===== config.mk =====
export PLATFORM = sky130hd
export DESIGN_NAME = dpio_top
export DESIGN_NICKNAME = d
export VERILOG_FILES = /design/src/dpio_pkg.sv /design/src/dpio_pin.sv /design/src/dpio_top.sv
export SDC_FILE = /design/constraint.sdc
export NUM_CORES = 1
export LEC_CHECK = 0
export ABC_CLOCK_PERIOD_IN_PS = 3550
export BUFFER_PORTS_ARGS = -buffer_cell sky130_fd_sc_hd__buf_4
export CAP_MARGIN = 20
export CORE_MARGIN = 4
export CORE_UTILIZATION = 30
export DETAILED_ROUTE_END_ITERATION = 12
export MAX_ROUTING_LAYER = met4
export PLACE_DENSITY_LB_ADDON = 0.3
export SLEW_MARGIN = 5
export SYNTH_ARGS = -nofsm -noshare
export SYNTH_HDL_FRONTEND = slang
export SYNTH_SLANG_ARGS = --single-unit

===== constraint.sdc =====
create_clock -name clk_sys_i -period 3.55 [get_ports clk_sys_i]
set_input_delay 0.71 -clock clk_sys_i [delete_from_list [all_inputs] [get_ports clk_sys_i]]
set_output_delay 0.71 -clock clk_sys_i [all_outputs]
set_load 0.02 [all_outputs]

===== src/dpio_pkg.sv =====
/*
  Shared constants of the dual port pin block: port widths, control
  bit positions, reset values and the edge-select encoding.
  Assumes a single instruction clock and synchronous active-low reset.
*/
package dpio_pkg;

  // Port widths
  localparam int unsigned A_WIDTH = 8;
  localparam int unsigned B_WIDTH = 6;
  localparam int unsigned CMP_WIDTH = 4;

  // Reset values: every pin an input, latches low
  localparam logic [7:0] DIR_A_RST = 8'hff;
  localparam logic [5:0] DIR_B_RST = 6'h3f;
  localparam logic [7:0] LATCH_A_RST = 8'h00;
  localparam logic [5:0] LATCH_B_RST = 6'h00;

  // Bit positions inside control words
  localparam int unsigned POWER_CONTROL_REG_PA5_PULLUP_BIT = 4;
  localparam int unsigned APU_PA5_PULLDOWN_BIT = 5;
  localparam int unsigned PD_B_LSB = 4;
  localparam int unsigned GLOBAL_IRQ_BIT = 7;
  localparam int unsigned PORT_CHANGE_IE_BIT = 1;
  localparam int unsigned EXT0_SEL_BIT = 4;
  localparam int unsigned EXT1_SEL_BIT = 5;
  localparam int unsigned EXT0_EDGE_LSB = 0;
  localparam int unsigned EXT1_EDGE_LSB = 2;
  localparam int unsigned OUT_EN_BIT = 7;

  // Pin indices with shared functions
  localparam int unsigned PIN_A_TCLK_B = 1;
  localparam int unsigned PIN_A_TCLK_A = 4;
  localparam int unsigned PIN_A_RESET = 5;
  localparam int unsigned PIN_A_XIN = 6;
  localparam int unsigned PIN_A_XOUT = 7;
  localparam int unsigned PIN_B_EXT0 = 0;
  localparam int unsigned PIN_B_EXT1 = 1;
  localparam int unsigned PIN_B_PWM2 = 2;
  localparam int unsigned PIN_B_PWM1 = 3;

  // Pull-down exists on these port A pins
  localparam logic [7:0] PD_A_MASK = 8'h2f;
  // Pins that are always open-drain on port A
  localparam logic [7:0] OD_A_FIXED = 8'h20;

  // External interrupt edge select encoding
  typedef enum logic [1:0] {
    EDGE_FALL = 2'h0,
    EDGE_RISE = 2'h1,
    EDGE_BOTH = 2'h2,
    EDGE_BOTH_ALT = 2'h3
  } dpio_edge_type;

endpackage


===== src/dpio_pin.sv =====
/*
  One pad slice: input synchroniser, change and edge detection,
  and output driver with open-drain option.
  Assumes the pad input is sampled on clk_sys_i.
*/
`timescale 1ns/1ps
module dpio_pin (
  input wire logic clk_sys_i,
  input wire logic nrst_i,
  input wire logic pad_i,
  input wire logic out_val_i,
  input wire logic drive_i,
  input wire logic od_i,
  output logic level_o,
  output logic change_o,
  output logic rise_o,
  output logic fall_o,
  output logic pad_o,
  output logic pad_oe_o
);

  typedef struct packed {
    logic s1;
    logic s2;
    logic prev;
  } dpio_pin_state_type;

  dpio_pin_state_type state_reg;
  dpio_pin_state_type state_next;

  always_comb begin
    state_next = state_reg;
    state_next.s1 = pad_i;
    state_next.s2 = state_reg.s1;
    state_next.prev = state_reg.s2;
  end

  always_ff @(posedge clk_sys_i) begin
    if (!nrst_i) begin
      state_reg <= '0;
    end else begin
      state_reg <= state_next;
    end
  end

  // Compare current sample with previous one
  assign level_o = state_reg.s2;
  assign change_o = state_reg.s2 ^ state_reg.prev;
  assign rise_o = state_reg.s2 & ~state_reg.prev;
  assign fall_o = ~state_reg.s2 & state_reg.prev;

  // Open-drain drives low only, releases high
  assign pad_o = od_i ? 1'b0 : out_val_i;
  assign pad_oe_o = drive_i & (~od_i | ~out_val_i);

endmodule


===== src/dpio_top.sv =====
/*
  Dual port general purpose pin block: two data latches, pad drivers,
  pulls, port-change flag, external interrupt inputs and pin sharing.
  Assumes control words come as plain ports from the processor side.
*/
`timescale 1ns/1ps
module dpio_top #(
  parameter int unsigned A_W = dpio_pkg::A_WIDTH,
  parameter int unsigned B_W = dpio_pkg::B_WIDTH
) (
  input wire logic clk_sys_i,
  input wire logic nrst_i,
  input wire logic [7:0] first_port_pins_i,
  output logic [7:0] first_port_pins_o,
  output logic [7:0] first_port_pins_oe_o,
  input wire logic [5:0] second_port_pins_i,
  output logic [5:0] second_port_pins_o,
  output logic [5:0] second_port_pins_oe_o,
  output logic [7:0] first_port_pullhigh_enable_bar_o,
  output logic [7:0] first_port_pulldown_o,
  output logic [5:0] second_port_pullhigh_enable_bar_o,
  output logic [5:0] second_port_pulldown_o,
  input wire logic first_port_wr_i,
  input wire logic second_port_wr_i,
  input wire logic [7:0] port_wdata_i,
  output logic [7:0] first_port_data_o,
  output logic [5:0] second_port_data_o,
  input wire logic [7:0] first_port_direction_i,
  input wire logic [5:0] second_port_direction_i,
  input wire logic [7:0] first_port_read_latch_i,
  input wire logic [5:0] second_port_read_latch_i,
  input wire logic [7:0] first_port_pullup_ctrl_i,
  input wire logic [7:0] shared_pulldown_ctrl_i,
  input wire logic [5:0] second_port_pullup_ctrl_i,
  input wire logic [5:0] second_port_opendrain_ctrl_i,
  input wire logic [7:0] power_control_reg_i,
  input wire logic [7:0] power_control_second_i,
  input wire logic [7:0] first_port_change_enable_i,
  input wire logic [5:0] second_port_change_enable_i,
  input wire logic [7:0] irq_enable_reg_i,
  input wire logic port_change_clr_i,
  output logic port_change_flag_o,
  output logic irq_req_o,
  input wire logic [7:0] ext_irq_edge_ctrl_i,
  output logic ext_irq0_signal_o,
  output logic ext_irq1_signal_o,
  input wire logic ir_carrier_enable_i,
  input wire logic ir_carrier_i,
  input wire logic reset_pad_enable_i,
  output logic ext_reset_req_o,
  input wire logic crystal_mode_enable_i,
  input wire logic clock_out_enable_i,
  input wire logic timer0_source_select_i,
  input wire logic timer0_lowclk_select_i,
  input wire logic timer1_source_select_i,
  input wire logic timer2_source_select_i,
  input wire logic timer3_source_select_i,
  output logic ext_timer_clock_a_o,
  output logic ext_timer_clock_b_o,
  input wire logic comparator_out_enable_i,
  input wire logic comparator_out_i,
  input wire logic first_pwm_out_enable_i,
  input wire logic first_pwm_i,
  input wire logic first_buzzer_enable_i,
  input wire logic first_buzzer_i,
  input wire logic second_pwm_out_enable_i,
  input wire logic second_pwm_i,
  input wire logic second_buzzer_enable_i,
  input wire logic second_buzzer_i,
  input wire logic [3:0] comparator_plus_route_i,
  input wire logic [3:0] comparator_minus_route_i,
  output logic comparator_plus_o,
  output logic comparator_minus_o,
  input wire logic [5:0] wakeup_enable_bar_i,
  output logic wakeup_o
);

  generate
    if (A_W != 8 || B_W != 6) begin : g_bad_width
      $error("dpio_top supports only 8 and 6 pin ports");
    end
  endgenerate

  typedef struct packed {
    logic [7:0] latch_a;
    logic [5:0] latch_b;
    logic [7:0] rd_a;
    logic [5:0] rd_b;
    logic flag;
    logic ext0;
    logic ext1;
    logic rst_req;
    logic clkout;
    logic tclk_a;
    logic tclk_b;
    logic cmp_p;
    logic cmp_m;
    logic wake;
  } dpio_state_type;

  dpio_state_type state_reg;
  dpio_state_type state_next;

  logic [7:0] lvl_a;
  logic [7:0] chg_a;
  logic [7:0] rise_a;
  logic [7:0] fall_a;
  logic [5:0] lvl_b;
  logic [5:0] chg_b;
  logic [5:0] rise_b;
  logic [5:0] fall_b;
  logic [7:0] out_a;
  logic [7:0] drv_a;
  logic [7:0] od_a;
  logic [5:0] out_b;
  logic [5:0] drv_b;
  logic [5:0] od_b;
  logic [7:0] in_a;
  logic [5:0] in_b;
  logic [5:0] chg_en_b;
  logic chg_hit;
  logic ext0_sel;
  logic ext1_sel;
  logic ext0_evt;
  logic ext1_evt;
  logic [7:0] pu_a;
  logic [7:0] pd_a;
  logic [1:0] edge0;
  logic [1:0] edge1;

  // Direction bit high means input
  assign in_a = first_port_direction_i;
  assign in_b = second_port_direction_i;

  assign ext0_sel = ext_irq_edge_ctrl_i[dpio_pkg::EXT0_SEL_BIT];
  assign ext1_sel = ext_irq_edge_ctrl_i[dpio_pkg::EXT1_SEL_BIT];
  assign edge0 = ext_irq_edge_ctrl_i[dpio_pkg::EXT0_EDGE_LSB +: 2];
  assign edge1 = ext_irq_edge_ctrl_i[dpio_pkg::EXT1_EDGE_LSB +: 2];

  // Port A output values and drive enables
  always_comb begin
    out_a = state_reg.latch_a;
    drv_a = ~in_a;
    od_a = dpio_pkg::OD_A_FIXED;
    if (crystal_mode_enable_i) begin
      drv_a[dpio_pkg::PIN_A_XIN] = 1'b0;
      drv_a[dpio_pkg::PIN_A_XOUT] = 1'b0;
    end else if (clock_out_enable_i) begin
      out_a[dpio_pkg::PIN_A_XOUT] = state_reg.clkout;
      drv_a[dpio_pkg::PIN_A_XOUT] = 1'b1;
    end
    if (reset_pad_enable_i) begin
      drv_a[dpio_pkg::PIN_A_RESET] = 1'b0;
    end
  end

  // Port B output values with fixed-priority sharing
  always_comb begin
    out_b = state_reg.latch_b;
    drv_b = ~in_b;
    od_b = second_port_opendrain_ctrl_i;
    if (comparator_out_enable_i) begin
      out_b[dpio_pkg::PIN_B_PWM1] = comparator_out_i;
      drv_b[dpio_pkg::PIN_B_PWM1] = 1'b1;
      od_b[dpio_pkg::PIN_B_PWM1] = 1'b0;
    end else if (first_pwm_out_enable_i) begin
      out_b[dpio_pkg::PIN_B_PWM1] = first_pwm_i;
      drv_b[dpio_pkg::PIN_B_PWM1] = 1'b1;
      od_b[dpio_pkg::PIN_B_PWM1] = 1'b0;
    end else if (first_buzzer_enable_i) begin
      out_b[dpio_pkg::PIN_B_PWM1] = first_buzzer_i;
      drv_b[dpio_pkg::PIN_B_PWM1] = 1'b1;
      od_b[dpio_pkg::PIN_B_PWM1] = 1'b0;
    end
    if (second_pwm_out_enable_i) begin
      out_b[dpio_pkg::PIN_B_PWM2] = second_pwm_i;
      drv_b[dpio_pkg::PIN_B_PWM2] = 1'b1;
      od_b[dpio_pkg::PIN_B_PWM2] = 1'b0;
    end else if (second_buzzer_enable_i) begin
      out_b[dpio_pkg::PIN_B_PWM2] = second_buzzer_i;
      drv_b[dpio_pkg::PIN_B_PWM2] = 1'b1;
      od_b[dpio_pkg::PIN_B_PWM2] = 1'b0;
    end
    if (ir_carrier_enable_i) begin
      out_b[dpio_pkg::PIN_B_EXT1] = ir_carrier_i;
      drv_b[dpio_pkg::PIN_B_EXT1] = 1'b1;
      od_b[dpio_pkg::PIN_B_EXT1] = 1'b0;
    end
  end

  genvar gi;
  generate
    for (gi = 0; gi < 8; gi++) begin : g_pin_a
      dpio_pin u_pin (
        .clk_sys_i(clk_sys_i),
        .nrst_i(nrst_i),
        .pad_i(first_port_pins_i[gi]),
        .out_val_i(out_a[gi]),
        .drive_i(drv_a[gi]),
        .od_i(od_a[gi]),
        .level_o(lvl_a[gi]),
        .change_o(chg_a[gi]),
        .rise_o(rise_a[gi]),
        .fall_o(fall_a[gi]),
        .pad_o(first_port_pins_o[gi]),
        .pad_oe_o(first_port_pins_oe_o[gi])
      );
    end
    for (gi = 0; gi < 6; gi++) begin : g_pin_b
      dpio_pin u_pin (
        .clk_sys_i(clk_sys_i),
        .nrst_i(nrst_i),
        .pad_i(second_port_pins_i[gi]),
        .out_val_i(out_b[gi]),
        .drive_i(drv_b[gi]),
        .od_i(od_b[gi]),
        .level_o(lvl_b[gi]),
        .change_o(chg_b[gi]),
        .rise_o(rise_b[gi]),
        .fall_o(fall_b[gi]),
        .pad_o(second_port_pins_o[gi]),
        .pad_oe_o(second_port_pins_oe_o[gi])
      );
    end
  endgenerate

  // Pulls act only while the direction bit selects input, even if a shared function drives or releases the pin
  always_comb begin
    pu_a = first_port_pullup_ctrl_i;
    pu_a[dpio_pkg::PIN_A_RESET] = power_control_reg_i[dpio_pkg::POWER_CONTROL_REG_PA5_PULLUP_BIT];
    pd_a = {4'h0, shared_pulldown_ctrl_i[3:0]};
    pd_a[dpio_pkg::PIN_A_RESET] = first_port_pullup_ctrl_i[dpio_pkg::APU_PA5_PULLDOWN_BIT];
    pd_a = pd_a & dpio_pkg::PD_A_MASK;
  end

  assign first_port_pullhigh_enable_bar_o = ~(pu_a & in_a);
  assign first_port_pulldown_o = pd_a & in_a;
  assign second_port_pullhigh_enable_bar_o = ~(second_port_pullup_ctrl_i & in_b);
  assign second_port_pulldown_o =
    {2'h0, shared_pulldown_ctrl_i[dpio_pkg::PD_B_LSB +: 4]} & in_b;

  // External interrupt owns B0/B1 change detection
  always_comb begin
    chg_en_b = second_port_change_enable_i;
    if (ext0_sel) begin
      chg_en_b[dpio_pkg::PIN_B_EXT0] = 1'b0;
    end
    if (ext1_sel) begin
      chg_en_b[dpio_pkg::PIN_B_EXT1] = 1'b0;
    end
  end

  assign chg_hit = |(chg_a & first_port_change_enable_i) | |(chg_b & chg_en_b);

  // Edge qualification for the external interrupt inputs
  function automatic logic edge_hit(input logic [1:0] sel, input logic r, input logic f);
    logic hit;
    hit = 1'b0;
    case (sel)
      dpio_pkg::EDGE_FALL: hit = f;
      dpio_pkg::EDGE_RISE: hit = r;
      dpio_pkg::EDGE_BOTH: hit = r | f;
      dpio_pkg::EDGE_BOTH_ALT: hit = r | f;
      default: hit = 1'b0;
    endcase
    return hit;
  endfunction

  assign ext0_evt = ext0_sel & edge_hit(edge0, rise_b[0], fall_b[0]);
  assign ext1_evt = ext1_sel & edge_hit(edge1, rise_b[1], fall_b[1]);

  always_comb begin
    state_next = state_reg;
    if (first_port_wr_i) begin
      state_next.latch_a = port_wdata_i;
    end
    if (second_port_wr_i) begin
      state_next.latch_b = port_wdata_i[5:0];
    end
    state_next.rd_a = (first_port_read_latch_i & state_reg.latch_a)
                    | (~first_port_read_latch_i & lvl_a);
    state_next.rd_b = (second_port_read_latch_i & state_reg.latch_b)
                    | (~second_port_read_latch_i & lvl_b);
    // Set wins over a clear in the same cycle
    if (chg_hit) begin
      state_next.flag = 1'b1;
    end else if (port_change_clr_i) begin
      state_next.flag = 1'b0;
    end
    state_next.ext0 = ext0_evt;
    state_next.ext1 = ext1_evt;
    state_next.rst_req = reset_pad_enable_i & ~lvl_a[dpio_pkg::PIN_A_RESET];
    state_next.clkout = ~state_reg.clkout;
    state_next.tclk_a = ((timer0_source_select_i & ~timer0_lowclk_select_i)
                       | timer1_source_select_i) & lvl_a[dpio_pkg::PIN_A_TCLK_A];
    state_next.tclk_b = (timer2_source_select_i | timer3_source_select_i)
                      & lvl_a[dpio_pkg::PIN_A_TCLK_B];
    state_next.cmp_p = |(comparator_plus_route_i & lvl_a[3:0]);
    state_next.cmp_m = |(comparator_minus_route_i & lvl_a[3:0]);
    state_next.wake = |(~wakeup_enable_bar_i & chg_b);
  end

  always_ff @(posedge clk_sys_i) begin
    if (!nrst_i) begin
      state_reg <= '0;
    end else begin
      state_reg <= state_next;
    end
  end

  assign first_port_data_o = state_reg.rd_a;
  assign second_port_data_o = state_reg.rd_b;
  assign port_change_flag_o = state_reg.flag;
  assign irq_req_o = state_reg.flag & irq_enable_reg_i[dpio_pkg::PORT_CHANGE_IE_BIT]
                   & power_control_second_i[dpio_pkg::GLOBAL_IRQ_BIT];
  assign ext_irq0_signal_o = state_reg.ext0;
  assign ext_irq1_signal_o = state_reg.ext1;
  assign ext_reset_req_o = state_reg.rst_req;
  assign ext_timer_clock_a_o = state_reg.tclk_a;
  assign ext_timer_clock_b_o = state_reg.tclk_b;
  assign comparator_plus_o = state_reg.cmp_p;
  assign comparator_minus_o = state_reg.cmp_m;
  assign wakeup_o = state_reg.wake;

  a_flag_on_change: assert property (@(posedge clk_sys_i) disable iff (!nrst_i)
    chg_hit |=> port_change_flag_o)
    else $error("change flag not set after enabled change");

  a_irq_gating: assert property (@(posedge clk_sys_i) disable iff (!nrst_i)
    irq_req_o |-> port_change_flag_o && irq_enable_reg_i[1] && power_control_second_i[7])
    else $error("interrupt request without flag and enables");

  a_ext_masks_change: assert property (@(posedge clk_sys_i) disable iff (!nrst_i)
    (ext0_sel && chg_b[0] && {chg_a, chg_b[5:2]} == 12'h0) |=> !$rose(port_change_flag_o))
    else $error("change on selected external pin reached the flag");

  a_opendrain_release: assert property (@(posedge clk_sys_i) disable iff (!nrst_i)
    (second_port_opendrain_ctrl_i[5] && !in_b[5] && state_reg.latch_b[5])
      |-> !second_port_pins_oe_o[5])
    else $error("open-drain pin drove high");

  a_pb3_priority: assert property (@(posedge clk_sys_i) disable iff (!nrst_i)
    (comparator_out_enable_i || first_pwm_out_enable_i) |->
      second_port_pins_oe_o[3] && second_port_pins_o[3] ==
      (comparator_out_enable_i ? comparator_out_i : first_pwm_i))
    else $error("shared pin B3 priority broken");

  a_pb2_priority: assert property (@(posedge clk_sys_i) disable iff (!nrst_i)
    (!second_pwm_out_enable_i && second_buzzer_enable_i) |->
      second_port_pins_o[2] == second_buzzer_i)
    else $error("buzzer not on pin B2");

  a_ir_drive: assert property (@(posedge clk_sys_i) disable iff (!nrst_i)
    ir_carrier_enable_i |-> second_port_pins_oe_o[1] && second_port_pins_o[1] == ir_carrier_i)
    else $error("IR carrier not on pin B1");

  a_xtal_release: assert property (@(posedge clk_sys_i) disable iff (!nrst_i)
    crystal_mode_enable_i |-> first_port_pins_oe_o[7:6] == 2'h0)
    else $error("crystal pins driven");

  a_reset_pad: assert property (@(posedge clk_sys_i) disable iff (!nrst_i)
    (reset_pad_enable_i && !first_port_pins_i[5]) [*3] |=> ext_reset_req_o)
    else $error("low reset pad did not request reset");

  a_read_latch: assert property (@(posedge clk_sys_i) disable iff (!nrst_i)
    (first_port_read_latch_i == 8'hff && !first_port_wr_i) [*2] |->
      first_port_data_o == state_reg.latch_a)
    else $error("latch read returned other than latch");

endmodule


==> key figures <==
Setup path
  – Max incr delay on CP: 0.39 ns
  – Worst r2r src: g_pin_b[0].u_pin.state_reg[0]
  – Startpoint Class: input pin
  – CP max-delay cell: or4_1
  – Worst-path maximum fanout: 3
  – Setup Crit Path Kind: in -> out
  – Worst Path Required: 2.84 ns
  – CP cell instances: buf_4 -> mux2i_1 -> o21ai_2 -> a21oi_1 -> or4_1 -> buf_4
  – CP Buf/Inv Count: 2
  – Most common cell on crit path: buf_4
  – Worst setup path start: first_buzzer_enable_i
  – WP data arrival: 1.73 ns
  – FF-to-FF path depth: 6
  – CP Capture Type: primary output
  – Critical path destination: second_port_pins_oe_o[3]
  – Cell family with most CP delay: simple AND/OR/NAND/NOR gates
  – Crit. path cell count: 6
  – Worst r2r dst: port_change_flag_o
  – Worst R2R Setup Slack: 2.09 ns

Synthesis
  – Avg Inst Size Synth: 9.62 µm²
  – Largest family of logic cells by synthesized area: simple AND/OR/NAND/NOR gates
  – XOR/XNOR Fraction of Synth Area: 3.03%
  – Synthesized instance count: 360
  – Top_reg_cell synth: dfxtp_1
  – Synth Area in Compound Gates: 7.19%
  – Post-synthesis simple-gate area fraction: 20.6%
  – Sequential fraction of the synthesis area: 46.2%
  – Post-synth EDFFs: 0
  – Synth Area in Adders: 1.45%
  – Register bit total from synthesis: 80
  – Ys async rst share: 0%
  – Library cells used by synthesis: 34
  – Ys Warns: 0
  – Post-synthesis mux area share: 8.38%
  – Post-Syn Area: 3460 µm²

Drt
  – Wire per inst: 14.4 µm
  – DR pass1 iterations: 4
  – Residual DRC: 0
  – Iter 0 DRT Violations: 73
  – Vias: 2,869
  – WL final: 9770 µm
  – Via density: 4.24
  – ANT nets after route: 0

Global routing
  – Largest net degree at the start of global routing: 79
  – Gr usage total: 14.2%
  – Vias in the first global route: 2,772
  – Routing usage on met1: 16.3%
  – Initial antenna violation count: 0
  – GR peak layer: met2
  – First-pass GRT wire length: 14,000 µm
  – GR Util met3: 3.66%
  – GRT Residual Overflow: 0
  – Met2 usage: 24.6%

Final layout
  – Non-Filler Instances: 677
  – Inserted Diodes: 0
  – Layout cells sized above 1: 43.0%
  – Nets: 699
  – Multi-input logic area: 1430 µm²
  – Layout area overhead: 49.1%
  – Reg area: 1600 µm²
  – Layout fillers: 1,079

Clock tree
  – Setup bufs post-CTS: 0
  – H-tree Lvls: 3
  – Root Buffer: clkbuf_16
  – CTS Hold Buffers Added: 0
  – Max Root-Sink Buffers: 2
  – Number of CTS-inserted buffers: 9
  – Post-cts resize count: 0
  – Worst-Skew Late Latency: 0.33 ns
  – Clk slew on worst S/H paths: 0.07 ns
  – Sinks on Clock Net: 80
  – CTS tree: done

Place
  – I/O Buffers: 213
  – Dpl cells: 661
  – Dpl hpwl: 7910 µm
  – Placer Congestion: 0.755

Floorplanning
  – Row Count: 38
  – Core area: 11,100 µm²
  – Initial Util: 31.3%
  – DIE WIDTH: 115 µm
  – Full die area: 13,300 µm²
  – Die Ht: 115 µm
  – # IOs: 243

Worst hold path
  – Type of the most critical hold path: reg -> reg

Timing
  – Final min period: 2.44 ns
  – Final period utilization: 68.6%
  – Worst Tran Pin Value: 0.620 ns
  – Final Hold Vio Count: 0
  – Final number of setup-violating endpoints: 0
  – RSZ-0062 raised after global routing: false
  – Fmax: 410 MHz
  – Slew HR: 58.7%
  – Max-slew violations: 0
  – Total Neg Setup Slack: 0 ns
  – Clock Skews: 0.0104 ns

Status
  – Status: finished clean

Flow run
  – Max-Cap Viols: 0

Power
  – Max rail drop VDD: 0.000172 V
  – Leakage: 2.56 nW
  – Pwr Density: 434 nW/µm²
  – Final Total Pwr: 0.00224 W
## metrics by stage
| stage | hold slack [ns] | util [%] | instance area, µm² | setup slack, ns |
|---|---|---|---|---|
| floorplan | 0.392 | - | 3480 | 1.29 |
| global placement | 0.413 | 43.9 | 4860 | 1.11 |
| detailed placement | 0.408 | 43.9 | 4860 | 1.10 |
| CTS | 0.426 | 46.6 | 5160 | 1.10 |
| global route | 0.443 | 46.6 | 5160 | 1.07 |
| finish | 0.426 | 46.6 | 5160 | 1.11 |
## report_power, final
group | leakage, nW | total [W] | switching (W) | internal (W)
Combinational | 1.76 | 0.000369 | 0.000161 | 0.000207
Clock | 0.141 | 0.000906 | 0.000409 | 0.000497
Sequential | 0.658 | 0.000967 | 0.0000281 | 0.000939
Total | 2.56 | 0.00224 | 0.000599 | 0.00164
## worst min path at each step
stage / start / endpoint / slack [ns] / cells after the start
after floorplan: state_reg[5] / state_reg[5] / 0.39 / 1
after CTS: state_reg[5] / state_reg[5] / 0.43 / 1
after detailed placement: state_reg[5] / state_reg[5] / 0.41 / 1
after global placement: g_pin_a[3].u_pin.state_next[1] / g_pin_a[3].u_pin.level_o / 0.41 / 1
after global routing: g_pin_b[3].u_pin.state_next[1] / g_pin_b[3].u_pin.level_o / 0.44 / 1
final: state_reg[5] / state_reg[5] / 0.43 / 1
## Yosys cell counts, drive strengths merged (2+ instances only)
master	number	area share, %
and2	51	9.2
o21a	3	0.65
a21oi	9	1.3
nand2	24	2.6
nor2b	35	6.3
nor3b	2	0.43
a22oi	10	2.2
nor2	4	0.43
mux2i	29	8.4
a21boi	3	0.65
buf	48	10
inv	15	1.6
dfxtp	80	46
a211oi	4	0.87
clkbuf	9	1.0
ha	4	1.4
o21ai	5	0.83
xor2	12	3.0
## layout make-up
class	count	area share (%)
clock buffer	9	4.36
clock inverter	7	1.43
inverter	15	1.09
multi-input combinational	213	27.7
sequential	80	31.0
tap	140	3.39
timing repair buffer	213	31.0
## cell usage in the layout (no fill, tap or decap), drive strengths merged, types with 2 or more instances in the layout
cell type  count
a211oi         4
a21boi         3
a21oi          9
a22oi         10
and2          51
buf          213
clkbuf         9
clkinvlp       2
conb           6
dfxtp         80
ha             4
inv           19
mux2i         29
nand2         24
nor2           4
nor2b         35
nor3b          2
o21a           3
o21ai          5
xor2          12
## cells by family after synthesis
logic type	count (synthesis)
muxes	29
buffers and inverters	72
other	1
xor gates and xnor gates	12
DFF	80
AOI/OAI and AO/OA	37
and+or+nand+nor	125
adders and majority gates	4
## routing by layer
metal | up-vias | share of wire (%) | wire (µm)
li1 | 1460 | - | -
met1 | 1266 | 39 | 3830
met2 | 137 | 50 | 4880
met3 | 6 | 10 | 988
met4 | 0 | 0.71 | 69
met5 | - | 0 | 0
(Power assumes the default switching activity.)
